**config.mk**
```make
export PLATFORM = sky130hd
export DESIGN_NAME = dts_sequencer
export DESIGN_NICKNAME = d
export VERILOG_FILES = /design/src/dts_pkg.sv /design/src/dts_sequencer.sv
export SDC_FILE = /design/constraint.sdc
export NUM_CORES = 1
export LEC_CHECK = 0
export BUFFER_PORTS_ARGS = -buffer_cell sky130_fd_sc_hd__buf_2
export CAP_MARGIN = 40
export CORE_AREA = 3 3 187 189
export CTS_CLUSTER_DIAMETER = 200
export DETAILED_ROUTE_END_ITERATION = 8
export DIE_AREA = 0 0 190 192
export GPL_TIMING_DRIVEN = 0
export HOLD_SLACK_MARGIN = 0.05
export PLACE_DENSITY = 0.79
export SLEW_MARGIN = 40
export SYNTH_ARGS = -nofsm -noshare
export SYNTH_HDL_FRONTEND = slang
export SYNTH_SLANG_ARGS = --single-unit
```
**constraint.sdc**
```tcl
create_clock -name CLOCK -period 6.8 [get_ports CLOCK]
set_clock_uncertainty 0.2 [all_clocks]
set_input_delay 0.68 -clock CLOCK [delete_from_list [all_inputs] [get_ports CLOCK]]
set_output_delay 0.68 -clock CLOCK [all_outputs]
set_load 0.1 [all_outputs]
```
**src/dts_pkg.sv**
```systemverilog
// Package for the DMA transfer sequencer: constants, states and carriers
package dts_pkg;
    localparam int DTS_CHANNELS = 4;
    // Command setting bit positions
    localparam int DTS_CMD_MEM2MEM = 0;
    localparam int DTS_CMD_ADDR_HOLD = 1;
    localparam int DTS_CMD_DISABLE = 2;
    localparam int DTS_CMD_COMPRESSED = 3;
    localparam int DTS_CMD_ROTATING = 4;
    // Mode setting field positions
    localparam int DTS_MODE_TYPE_LO = 2;
    localparam int DTS_MODE_AUTO = 4;
    localparam int DTS_MODE_DECR = 5;
    // Transfer type codes
    localparam logic [1:0] DTS_TYPE_VERIFY = 2'h0;
    localparam logic [1:0] DTS_TYPE_WRITE = 2'h1;
    localparam logic [1:0] DTS_TYPE_READ = 2'h2;
    // Reset values and count wrap value
    localparam logic [3:0] DTS_MASK_RESET = 4'hf;
    localparam logic [15:0] DTS_COUNT_WRAP = 16'hffff;
    localparam logic [1:0] DTS_LAST_RESET = 2'h3;

    // Working states of a service
    typedef enum logic [3:0] {
        DTS_IDLE = 4'h0,
        DTS_WAIT_GRANT = 4'h1,
        DTS_UPPER = 4'h2,
        DTS_CHANGE = 4'h3,
        DTS_EXTEND = 4'h4,
        DTS_RDWR = 4'h5,
        DTS_M_UPPER = 4'h6,
        DTS_M_READ = 4'h7,
        DTS_M_WUPPER = 4'h8,
        DTS_M_WRITE = 4'h9,
        DTS_RELEASE = 4'ha
    } dts_state_type;

    // Host programming request for one channel word
    typedef struct packed {
        logic load;
        logic [1:0] chan;
        logic is_count;
        logic [15:0] value;
    } dts_prog_type;

    // Memory and I/O strobes, all active low
    typedef struct packed {
        logic mem_read_n;
        logic mem_write_n;
        logic io_read_n;
        logic io_write_n;
    } dts_strobe_type;
endpackage

```
**src/dts_sequencer.sv**
```systemverilog
// Transfer sequencer of a four-channel byte DMA controller
`timescale 1ns/10ps
// Operation
// - Write type asserts memory write with I/O read.
// - Read type asserts memory read with I/O write.
// - Verify sequences addresses but keeps strobes idle, ignores ready.
// - Auto-reload copies base address and count into current after end.
// - Auto-reload channel is not masked at end, serves again on request.
// - Host write loads base and current together; base stays unchanged.
// - Command bit 0 pairs channel 0 source with channel 1 destination.
// - Memory move reads via channel 0 into holding, writes via channel 1.
// - Channel 1 wrap gives terminal count, ends, flags, masks unless reload.
// - Channel 0 wrap in memory move only reloads channel 0 if selected.
// - Command bit 1 holds channel 0 source address constant.
// - External end in memory move acts after write; reloads channel 1 only.
// - Memory move drives address enable with no acknowledge active.
// - Fixed priority 0 over 1 over 2 over 3; no preemption.
// - Rotating priority makes served channel lowest on each release.
// - Priority is evaluated each time the bus grant returns.
// - Compressed timing drops extension state; upper state still inserted.
// - Compressed timing drives end-of-process in the change state, except in memory move.
// - Upper address on data lines in upper state, strobed, lower direct.
// - Upper state only when upper byte changes in single-channel multi transfers; memory move inserts both upper states every byte.
// - Host programming accepted only with grant low for one edge.
// - Command bit 2 disables the controller; no service starts.
// - End-of-process comes from terminal count or external pin.
module dts_sequencer
    import dts_pkg::*;
#(
    parameter int CHANNELS = DTS_CHANNELS
) (
    input wire logic CLOCK,
    input wire logic SYS_RST,
    input wire logic [7:0] COMMAND,
    input wire logic [5:0] MODE [CHANNELS],
    input wire logic [3:0] MASK_SET,
    input wire logic [3:0] MASK_CLEAR,
    input wire logic [3:0] SOFT_REQUEST,
    input wire dts_prog_type PROG,
    input wire logic [3:0] CHANNEL_REQUEST,
    input wire logic BUS_GRANT,
    input wire logic READY,
    input wire logic END_OF_PROCESS_IN_N,
    input wire logic [7:0] DATA_IN,
    output logic BUS_REQUEST,
    output logic [3:0] CHANNEL_ACKNOWLEDGE,
    output logic ADDRESS_ENABLE,
    output logic ADDRESS_STROBE,
    output logic [7:0] ADDRESS_LOW,
    output logic [7:0] DATA_OUT,
    output logic DATA_OUT_EN_N,
    output dts_strobe_type STROBES_N,
    output logic END_OF_PROCESS_N,
    output logic TERMINAL_COUNT,
    output logic [3:0] TC_STATUS,
    output logic [3:0] MASK,
    output logic PROG_ACCEPTED,
    output logic [7:0] HOLDING
);
    // Pin synchronisers: first stage read only by the second
    logic [3:0] req_s1_reg, req_s2_reg;
    logic grant_s1_reg, grant_s2_reg, ready_s1_reg, ready_s2_reg;
    logic eop_s1_reg, eop_s2_reg;
    always_ff @(posedge CLOCK) begin
        req_s1_reg <= CHANNEL_REQUEST;
        req_s2_reg <= req_s1_reg;
        grant_s1_reg <= BUS_GRANT;
        grant_s2_reg <= grant_s1_reg;
        ready_s1_reg <= READY;
        ready_s2_reg <= ready_s1_reg;
        eop_s1_reg <= END_OF_PROCESS_IN_N;
        eop_s2_reg <= eop_s1_reg;
    end
    wire logic ext_eop = ~eop_s2_reg;

    logic [15:0] base_addr_reg [CHANNELS];
    logic [15:0] base_cnt_reg [CHANNELS];
    logic [15:0] cur_addr_reg [CHANNELS];
    logic [15:0] cur_cnt_reg [CHANNELS];
    dts_state_type state_reg, state_next;
    logic [1:0] chan_reg, last_reg;
    logic [3:0] mask_reg, soft_reg, tc_reg;
    logic grant_low_seen_reg, first_reg, eop_pend_reg;

    wire logic m2m = COMMAND[DTS_CMD_MEM2MEM];
    wire logic compressed = COMMAND[DTS_CMD_COMPRESSED];
    wire logic [3:0] pending = (req_s2_reg & ~mask_reg) | soft_reg;
    wire logic [1:0] xtype = MODE[chan_reg][DTS_MODE_TYPE_LO +: 2];
    wire logic is_verify = (xtype == DTS_TYPE_VERIFY) && !m2m;

    // Priority pick; rotation starts after the last served channel
    function automatic logic [1:0] pick(input logic [3:0] p,
                                        input logic [1:0] start);
        logic [1:0] c;
        pick = start;
        for (int i = 3; i >= 0; i--) begin
            c = 2'(start + 2'(i));
            if (p[c]) begin
                pick = c;
            end
        end
    endfunction
    // Next address stepping up or down by one
    function automatic logic [15:0] step(input logic [15:0] a,
                                         input logic dec);
        step = dec ? 16'(a - 16'h1) : 16'(a + 16'h1);
    endfunction

    // Host programming window: grant low and one edge since it fell
    always_ff @(posedge CLOCK) begin
        if (SYS_RST) begin
            grant_low_seen_reg <= 1'b0;
        end else begin
            grant_low_seen_reg <= !grant_s2_reg && state_reg == DTS_IDLE;
        end
    end
    wire logic prog_ok = grant_low_seen_reg && !grant_s2_reg;

    // Transfer service state machine
    wire logic [1:0] xch = (state_reg == DTS_M_WRITE ||
                            state_reg == DTS_M_WUPPER) ? 2'h1 : chan_reg;
    wire logic [15:0] nxt_addr = step(cur_addr_reg[xch],
                                      MODE[xch][DTS_MODE_DECR]);
    wire logic upper_chg = nxt_addr[15:8] != cur_addr_reg[xch][15:8];
    wire logic wrap = cur_cnt_reg[xch] == 16'h0;
    wire logic xfer_done = (state_reg == DTS_RDWR) &&
                           (is_verify || ready_s2_reg);
    wire logic m_done = (state_reg == DTS_M_WRITE) && ready_s2_reg;
    wire logic end_svc = (xfer_done && (wrap || ext_eop)) ||
                         (m_done && (wrap || eop_pend_reg || ext_eop));
    always_comb begin
        state_next = state_reg;
        case (state_reg)
            DTS_IDLE: begin
                if (!COMMAND[DTS_CMD_DISABLE] &&
                    (m2m ? pending[0] : |pending)) begin
                    state_next = DTS_WAIT_GRANT;
                end
            end
            DTS_WAIT_GRANT: begin
                if (grant_s2_reg) begin
                    state_next = m2m ? DTS_M_UPPER : DTS_UPPER;
                end
            end
            DTS_UPPER: state_next = DTS_CHANGE;
            DTS_CHANGE: begin
                state_next = compressed ? DTS_RDWR : DTS_EXTEND;
            end
            DTS_EXTEND: state_next = DTS_RDWR;
            DTS_RDWR: begin
                if (end_svc) begin
                    state_next = DTS_RELEASE;
                end else if (xfer_done) begin
                    // Upper state only on carry or borrow
                    state_next = upper_chg ? DTS_UPPER : DTS_CHANGE;
                end
            end
            DTS_M_UPPER: state_next = DTS_M_READ;
            DTS_M_READ: begin
                if (ready_s2_reg) begin
                    state_next = DTS_M_WUPPER;
                end
            end
            DTS_M_WUPPER: state_next = DTS_M_WRITE;
            DTS_M_WRITE: begin
                if (end_svc) begin
                    state_next = DTS_RELEASE;
                end else if (m_done) begin
                    state_next = DTS_M_UPPER;
                end
            end
            DTS_RELEASE: begin
                if (!grant_s2_reg) begin
                    state_next = DTS_IDLE;
                end
            end
            default: state_next = DTS_IDLE;
        endcase
    end
    always_ff @(posedge CLOCK) begin
        if (SYS_RST) begin
            state_reg <= DTS_IDLE;
        end else begin
            state_reg <= state_next;
        end
    end

    // Channel choice; fixed or rotating, re-evaluated at each grant
    always_ff @(posedge CLOCK) begin
        if (SYS_RST) begin
            chan_reg <= 2'h0;
            last_reg <= DTS_LAST_RESET;
        end else begin
            if (state_reg == DTS_WAIT_GRANT && grant_s2_reg) begin
                // Fixed starts at 0, else after last
                chan_reg <= m2m ? 2'h0 : pick(pending,
                    COMMAND[DTS_CMD_ROTATING] ? 2'(last_reg + 2'h1) : 2'h0);
            end
            if (state_reg == DTS_RELEASE && !grant_s2_reg) begin
                last_reg <= chan_reg;
            end
        end
    end

    // Latched external end during a memory move, acted on after the write
    always_ff @(posedge CLOCK) begin
        if (SYS_RST || state_reg == DTS_IDLE) begin
            eop_pend_reg <= 1'b0;
        end else if (ext_eop && state_reg >= DTS_M_UPPER) begin
            eop_pend_reg <= 1'b1;
        end
    end

    // Address and count words per channel
    always_ff @(posedge CLOCK) begin
        if (PROG.load && prog_ok) begin
            if (PROG.is_count) begin
                base_cnt_reg[PROG.chan] <= PROG.value;
                cur_cnt_reg[PROG.chan] <= PROG.value;
            end else begin
                base_addr_reg[PROG.chan] <= PROG.value;
                cur_addr_reg[PROG.chan] <= PROG.value;
            end
        end else if (xfer_done || m_done) begin
            cur_addr_reg[xch] <= nxt_addr;
            cur_cnt_reg[xch] <= 16'(cur_cnt_reg[xch] - 16'h1);
            if (end_svc && MODE[xch][DTS_MODE_AUTO]) begin
                cur_addr_reg[xch] <= base_addr_reg[xch];
                cur_cnt_reg[xch] <= base_cnt_reg[xch];
            end
        end else if (state_reg == DTS_M_READ && ready_s2_reg) begin
            // Source step, address may be held
            if (!COMMAND[DTS_CMD_ADDR_HOLD]) begin
                cur_addr_reg[0] <= step(cur_addr_reg[0],
                                        MODE[0][DTS_MODE_DECR]);
            end
            cur_cnt_reg[0] <= 16'(cur_cnt_reg[0] - 16'h1);
            if (cur_cnt_reg[0] == 16'h0 && MODE[0][DTS_MODE_AUTO]) begin
                cur_addr_reg[0] <= base_addr_reg[0];
                cur_cnt_reg[0] <= base_cnt_reg[0];
            end
        end
    end

    // Mask, software requests and terminal count flags
    always_ff @(posedge CLOCK) begin
        if (SYS_RST) begin
            mask_reg <= DTS_MASK_RESET;
            soft_reg <= 4'h0;
            tc_reg <= 4'h0;
        end else begin
            mask_reg <= (mask_reg & ~MASK_CLEAR) | MASK_SET;
            soft_reg <= soft_reg | SOFT_REQUEST;
            tc_reg <= tc_reg;
            if (end_svc) begin
                // Flag set; mask only without reload
                tc_reg[xch] <= 1'b1;
                soft_reg[xch] <= 1'b0;
                if (!MODE[xch][DTS_MODE_AUTO]) begin
                    mask_reg[xch] <= 1'b1;
                end
                if (m2m) begin
                    soft_reg[0] <= 1'b0;
                end
            end
        end
    end

    // Capture the source byte one state after the read state: the read
    // strobe is registered, so memory data is only valid in that cycle
    always_ff @(posedge CLOCK) begin
        if (SYS_RST) begin
            HOLDING <= 8'h0;
        end else if (state_reg == DTS_M_WUPPER) begin
            HOLDING <= DATA_IN;
        end
    end

    // Registered pin outputs
    wire logic upper_st = state_reg == DTS_UPPER ||
                          state_reg == DTS_M_UPPER ||
                          state_reg == DTS_M_WUPPER;
    wire logic active = state_reg >= DTS_UPPER &&
                        state_reg <= DTS_M_WRITE;
    always_ff @(posedge CLOCK) begin
        if (SYS_RST) begin
            BUS_REQUEST <= 1'b0;
            CHANNEL_ACKNOWLEDGE <= 4'h0;
            ADDRESS_ENABLE <= 1'b0;
            ADDRESS_STROBE <= 1'b0;
            ADDRESS_LOW <= 8'h0;
            DATA_OUT <= 8'h0;
            DATA_OUT_EN_N <= 1'b1;
            STROBES_N <= '1;
            END_OF_PROCESS_N <= 1'b1;
            TERMINAL_COUNT <= 1'b0;
            PROG_ACCEPTED <= 1'b0;
        end else begin
            BUS_REQUEST <= state_next != DTS_IDLE &&
                           state_next != DTS_RELEASE;
            ADDRESS_ENABLE <= active;
            CHANNEL_ACKNOWLEDGE <= (active && !m2m) ?
                4'(4'h1 << chan_reg) : 4'h0;
            ADDRESS_STROBE <= upper_st; // Falls leaving state
            ADDRESS_LOW <= active ? cur_addr_reg[xch][7:0] : 8'h0;
            DATA_OUT <= upper_st ? cur_addr_reg[xch][15:8] : HOLDING;
            DATA_OUT_EN_N <= !(upper_st || state_reg == DTS_M_WRITE);
            STROBES_N <= '1;
            if (state_reg == DTS_RDWR && !is_verify) begin
                STROBES_N.mem_write_n <= xtype != DTS_TYPE_WRITE;
                STROBES_N.io_read_n <= xtype != DTS_TYPE_WRITE;
                STROBES_N.mem_read_n <= xtype != DTS_TYPE_READ;
                STROBES_N.io_write_n <= xtype != DTS_TYPE_READ;
            end
            if (state_reg == DTS_M_READ) begin
                STROBES_N.mem_read_n <= 1'b0;
            end
            if (state_reg == DTS_M_WRITE) begin
                STROBES_N.mem_write_n <= 1'b0;
            end
            // Compressed drives end in change state, except memory move (write state)
            END_OF_PROCESS_N <= !((compressed && !m2m &&
                state_reg == DTS_CHANGE && wrap) ||
                (!compressed && state_reg == DTS_RDWR && wrap) ||
                (m2m && state_reg == DTS_M_WRITE && wrap));
            TERMINAL_COUNT <= (xfer_done || m_done) && wrap;
            PROG_ACCEPTED <= PROG.load && prog_ok;
        end
    end
    assign TC_STATUS = tc_reg;
    assign MASK = mask_reg;

    a_disable_blocks: assert property (@(posedge CLOCK) disable iff (SYS_RST)
        (state_reg == DTS_IDLE && COMMAND[DTS_CMD_DISABLE])
        |=> state_reg == DTS_IDLE)
        else $error("service started while disabled");
    a_m2m_no_ack: assert property (@(posedge CLOCK) disable iff (SYS_RST)
        (m2m && $stable(COMMAND) && ADDRESS_ENABLE)
        |-> CHANNEL_ACKNOWLEDGE == 4'h0)
        else $error("acknowledge active in memory move");
    a_verify_quiet: assert property (@(posedge CLOCK) disable iff (SYS_RST)
        (state_reg == DTS_RDWR && is_verify) |=> STROBES_N == '1)
        else $error("strobe active during verify");
    a_write_pair: assert property (@(posedge CLOCK) disable iff (SYS_RST)
        !STROBES_N.io_read_n |-> !STROBES_N.mem_write_n)
        else $error("I/O read without memory write");
    a_read_pair: assert property (@(posedge CLOCK) disable iff (SYS_RST)
        !STROBES_N.io_write_n |-> !STROBES_N.mem_read_n)
        else $error("I/O write without memory read");
    a_prog_window: assert property (@(posedge CLOCK) disable iff (SYS_RST)
        PROG_ACCEPTED |-> $past(!grant_s2_reg, 2))
        else $error("programming taken during grant");
    a_compress_len: assert property (@(posedge CLOCK) disable iff (SYS_RST)
        (state_reg == DTS_CHANGE && compressed) |=> state_reg == DTS_RDWR)
        else $error("extension state not dropped");
    a_base_steady: assert property (@(posedge CLOCK) disable iff (SYS_RST)
        active |=> $stable(base_cnt_reg[1]))
        else $error("base count changed in service");
    a_tc_flag: assert property (@(posedge CLOCK) disable iff (SYS_RST)
        TERMINAL_COUNT |-> tc_reg != 4'h0)
        else $error("terminal count without status flag");
endmodule

```
==> metrics.txt, run 1 <==
Final Hold Fails 0; setup TNS 0 ns; Synth async-reset ratio 0%; Total GRT Usage 26.8%; first drt pass iteration count 6; Design Area, Final 0.0192 mm^2; sequential area share after synthesis 55.3%; Ys Warns 0; R2R depth 18; worst hold path type in -> reg; nets 1798; via count 13.4k; Worst-Margin Slew 0.916 ns; Synth Cell Area 0.0166 mm^2; Port Buf Inserts 115; Die Area 0.0365 mm^2; reg2reg start state_reg[3]; most common cell after layout, fill and taps aside edfxtp_1; relative slew slack 38.9%; cts hold-fix bufs 0; Leak Pwr 6.84 nW; Yosys reg bits 331; core area 0.0334 mm^2; top_reg_cell synth edfxtp_1; share of cells above drive strength 1 15.8%; critical path's slowest cell a211oi_1; Rows 67; vias in the first global route 12.9k; RSZ-0062 raised after global routing false; Critical Path Start state_reg[3]; total of max-cap violations 0; Hold Path End req_s1_reg[3]; largest fanout on the critical path 10; most frequent cells in the layout 256 x edfxtp_1, 160 x nor2_1, 140 x buf_2, 127 x a21oi_1, 92 x nand2_1; Worst path max stage delay 0.58 ns; clk slew on worst S/H paths 0.06 ns; syn_nets 1635; gr ovfl total 0; Power Density 248 mW/mm^2; Starting Density 49.7%; cell breakdown of the critical path nor3b_4 -> buf_12 -> clkbuf_1 -> clkbuf_2 -> clkbuf_1 -> clkbuf_1 -> a221oi_1 -> ha_1 -> nor2b_1 -> o21ai_0 -> nand2b_1 -> nor2_1 -> a2bb2oi_1 -> a2111oi_4 -> o31ai_2 -> xnor2_1 -> a21oi_1 -> a211oi_1; cell taking the most area after synthesis edfxtp_1; # DRC 0; fmax 158 MHz; RePlAce Congestion 0.957; Syn-to-layout area delta 15.4%; Req. time, crit path 6.83 ns; largest net degree at the start of global routing 21; CTS tree built; crit path kind reg -> reg; Crit path arrival time 6.36 ns; DR vias/cell 6.23; Netlist cell types 82; clock root buffer clkbuf_16; DP HPWL 36900 um; Clock Latency Late Sink 0.52 ns; io pins 128; peak supply drop 0.172 mV; clock buffer depth 3; top cell type's share of synthesized area 46.2%; post-DR wirelength/cell 23.2 um; setup violators final 0; Critical Path End Type flip-flop; post-route ant nets 0; Worst R2R Setup Slack 0.46 ns; Avg Inst Size Synth 10.9 um^2; H-tree depth 2; DRT Wirelength 50100 um; TritonCTS buffer count 36; CP most frequent cell clkbuf_1; Placed Area 0.0180 mm^2; WHS Path Cells 1; crit share post-route 93.2%; Slew Viols, Final 0; DIE HEIGHT 192 um; Tmin final 6.34 ns; number of synthesized flops with an enable pin 256; Bufs and invs on worst path 5; status finished, final reports clean; worst flop-to-flop path endpoint cur_addr_reg[2][12]; die width 190 um; Cells after Synth 1523; CP Launch Type flip-flop; first-pass GRT wire length 74900 um; First DRT Iteration DRCs 1623; Antenna Cells 0; hold_sp CHANNEL_REQUEST[3]; initial antenna violation count 0; CP top delay family buffers and inverters; Area contributors post-synth edfxtp_1 46%, dfxtp_1 9.0%, mux2i_1 4.5%; Clock Sinks 331
## stage by stage
stage               hold WS, ns  util [%]  cells  setup slack (ns)  power, mW
CTS                      0.0531      57.2   2155             0.161       4.75
floorplan                 0.110         -   1523              1.47       2.73
global placement          0.115      53.1   2086            -0.378       2.91
global route             0.0619      57.4   2158             0.152       4.89
finish                   0.0671      57.4   2158             0.462       4.75
detailed placement        0.112      53.8   2094            -0.496       2.93
## cell families (layout without fill, tap and decap cells)
family                   after synthesis  after routing  share of synthesized area [%]
AO/OA/AOI/OAI                        398            398                           16.8
AND/OR/NAND/NOR                      464            464                           13.2
buffers and inverters                159            346                           3.85
XOR/XNOR                              55             55                           3.01
multiplexers                          85             85                           5.46
flip-flops                           331            331                           55.3
adder cells (fa/ha/maj)               31             31                           2.42
## metal layers
layer	track usage (%)	vias to the layer above	share of wire (%)
li1	-	6057	-
met1	36.9	6415	40
met2	43.1	841	45
met3	5.00	130	11
met4	8.62	0	3.2
met5	0	-	0
## power breakdown
group	switching, mW	total [mW]	internal, mW
sequential	0.0194	2.23	2.22
combinational	0.464	0.673	0.209
clock	0.795	1.85	1.05
total	1.28	4.75	3.48
## cell usage after synthesis, drive strengths merged, types with 22 or more instances
master    n
edfxtp  256
nor2    173
a21oi   131
nand2    92
mux2i    76
dfxtp    75
inv      69
nor3     58
clkbuf   51
o21ai    50
a221oi   43
buf      39
ha       29
xnor2    29
nand3    26
xor2     26
o211ai   23
a211oi   22
## area by class of cell
| type | count | area (um^2) |
|---|---|---|
| well taps | 448 | 561 |
| flip-flops and latches | 331 | 9190 |
| repair buffers | 128 | 761 |
| inverters | 69 | 259 |
| fillers | 2750 | 14300 |
| clock buffers | 45 | 966 |
| plain buffers | 87 | 384 |
| clock inverters | 17 | 130 |
| multi-input cells | 1033 | 6940 |
## repair_timing
action | in CTS | in global routing
gates resized for setup | 8 | 5
setup buffers | 0 | 3
pin swaps | 0 | 0
setup endpoints to repair | 13 | 12
## worst max path at each step
stage                          end  depth (start not counted)
2_1_floorplan  cur_addr_reg[0][14]                         22
3_3_place_gp   cur_addr_reg[2][14]                         19
3_5_place_dp   cur_addr_reg[3][14]                         22
4_1_cts        cur_addr_reg[2][14]                         22
5_1_grt        cur_addr_reg[2][12]                         21
6_report       cur_addr_reg[2][12]                         18
No activity file was read; power rests on OpenSTA's default activity.
==> run 2, diff against run 1 <==
Settings changed: CAP_MARGIN 40 to default, RECOVER_POWER from default to 50.
==> run 2 against run 1 <==
Net effect: setup slack lost 0.073 ns; sequential share of layout area increased by 0.39 points; first-iteration DRC count down 2.8%; final area down 0.81%; non-clock buffer count unchanged; register-to-register slack lost 0.07 ns; largest cell class unchanged.
==> metrics.txt, run 2 (synthesized netlist as in run 1, its figures left out) <==
status finished, final reports clean; core area 0.0334 mm^2; worst hold path type in -> reg; TritonCTS buffer count 36; Syn-to-layout area delta 14.5%; Leak Pwr 6.61 nW; DIE HEIGHT 192 um; Antenna Cells 0; DR vias/cell 6.23; clock buffer depth 3; share of cells above drive strength 1 11.3%; peak supply drop 0.171 mV; Worst-Margin Slew 1.47 ns; fin worst setup slack 0.388 ns; io pins 128; relative slew slack 1.76%; worst flop-to-flop path endpoint cur_addr_reg[2][12]; Sw Ratio 26.9%; DP HPWL 36900 um; largest fanout on the critical path 10; first drt pass iteration count 5; Rows 67; cell-internal power 3.47 mW; Port Buf Inserts 115; DRT Wirelength 50200 um; WHS Path Cells 1; Hold Path End grant_s1_reg; crit share post-route 94.3%; R2R depth 19; total of max-cap violations 0; Crit path arrival time 6.44 ns; vias in the first global route 12.9k; via count 13.4k; fmax 156 MHz; Die Area 0.0365 mm^2; H-tree depth 2; Slew Viols, Final 0; post-route ant nets 0; setup violators final 0; initial antenna violation count 0; die width 190 um; Clock Sinks 331; RSZ-0062 raised after global routing false; pre-CTS setup slack -0.496 ns; First DRT Iteration DRCs 1578; gr ovfl total 0; CTS tree built; clock root buffer clkbuf_16; combinational share of power 14.0%; nets 1798; reg2reg start state_reg[1]; post-DR wirelength/cell 23.3 um; most frequent cells in the layout 256 x edfxtp_1, 167 x nor2_1, 129 x a21oi_1, 124 x clkbuf_1, 92 x nand2_1; dpl cells 2094; Clock Power Share 38.9%; Clock Latency Late Sink 0.52 ns; first-pass GRT wire length 74900 um; Net Switching 1.28 mW; Final Hold Fails 0; CP Launch Type flip-flop; # DRC 0; Req. time, crit path 6.82 ns; Tmin final 6.41 ns; Total GRT Usage 26.8%; Critical Path End Type flip-flop; largest net degree at the start of global routing 21; Worst R2R Setup Slack 0.39 ns; Design Area, Final 0.0190 mm^2; Power Density 249 mW/mm^2; sequential power share 47.1%; Placed Area 0.0180 mm^2; crit path kind reg -> reg; clk slew on worst S/H paths 0.06 ns; hold_sp BUS_GRANT; cts hold-fix bufs 0; Starting Density 49.7%; most common cell after layout, fill and taps aside edfxtp_1; RePlAce Congestion 0.957; fin cells 2158
run 2: cell types whose count changed in the layout (fill, tap and decap cells not counted), sizes merged:
| cell | delta |
|---|---|
| clkbuf | +71 |
| buf | -71 |
run 2: worst max-delay path by stage:
stage                            start                  end  slack [ns]  cells after the start
after floorplan            chan_reg[0]  cur_addr_reg[0][14]        1.47                     22
after global placement     chan_reg[1]  cur_addr_reg[2][14]       -0.38                     19
after detailed placement   chan_reg[0]  cur_addr_reg[3][14]       -0.50                     22
after CTS                  chan_reg[0]  cur_addr_reg[2][14]        0.16                     22
after global routing      state_reg[1]  cur_addr_reg[2][12]        0.11                     19
final                     state_reg[1]  cur_addr_reg[2][12]        0.39                     19
run 2: what timing repair did:
item                       4_1_cts  5_1_grt
gates resized for setup          8        5
hold endpoints to repair         0        0
setup endpoints to repair       13       12
buffers inserted                 0        3
run 2: power groups by stage:
stage / registers [mW] / logic (mW) / clock network [mW]
after floorplan: 2.37 / 0.362 / 0
after global placement: 2.28 / 0.631 / 0
after detailed placement: 2.28 / 0.650 / 0
after CTS: 2.23 / 0.658 / 1.86
after global routing: 2.24 / 0.706 / 1.94
final: 2.24 / 0.663 / 1.85
run 2: layout make-up:
class / count / area, um^2
Buffer: 87 / 375
Clock buffer: 45 / 966
Clock inverter: 17 / 130
Fill cell: 2802 / 14400
Inverter: 69 / 259
Multi-Input combinational cell: 1033 / 6880
Sequential cell: 331 / 9190
Tap cell: 448 / 561
Timing Repair Buffer: 128 / 678
run 2: worst max-delay path, stage by stage (launching register included):
cell       delay [ns]
dfxtp_1          0.32
clkbuf_1         0.26
nor3b_4          0.30
buf_12           0.16
clkbuf_1         0.39
clkbuf_2         0.41
clkbuf_1         0.53
clkbuf_1         0.55
a221oi_1         0.24
ha_1             0.37
nor2b_1          0.14
o21ai_0          0.14
nand2b_1         0.10
nor2_1           0.20
a2bb2oi_1        0.41
a2111oi_4        0.16
o31ai_2          0.26
xnor2_1          0.24
a21oi_1          0.14
a211oi_1         0.58
run 2: through the flow:
step                hold slack (ns)  setup TNS [ns]  power [mW]  util, %
floorplan                     0.110               0        2.73        -
global placement              0.115           -1.88        2.91     53.1
detailed placement            0.112           -3.31        2.93     53.8
CTS                          0.0531               0        4.75     57.2
global route                 0.0619               0        4.88     56.9
finish                       0.0656               0        4.74     56.9
run 2: metal layers:
layer	share of wire, %	global-route usage [%]	up-vias
met4	3.0	8.62	0
met5	0	0	-
met1	41	36.9	6445
met3	11	5.00	127
met2	45	43.1	802
li1	-	-	6061
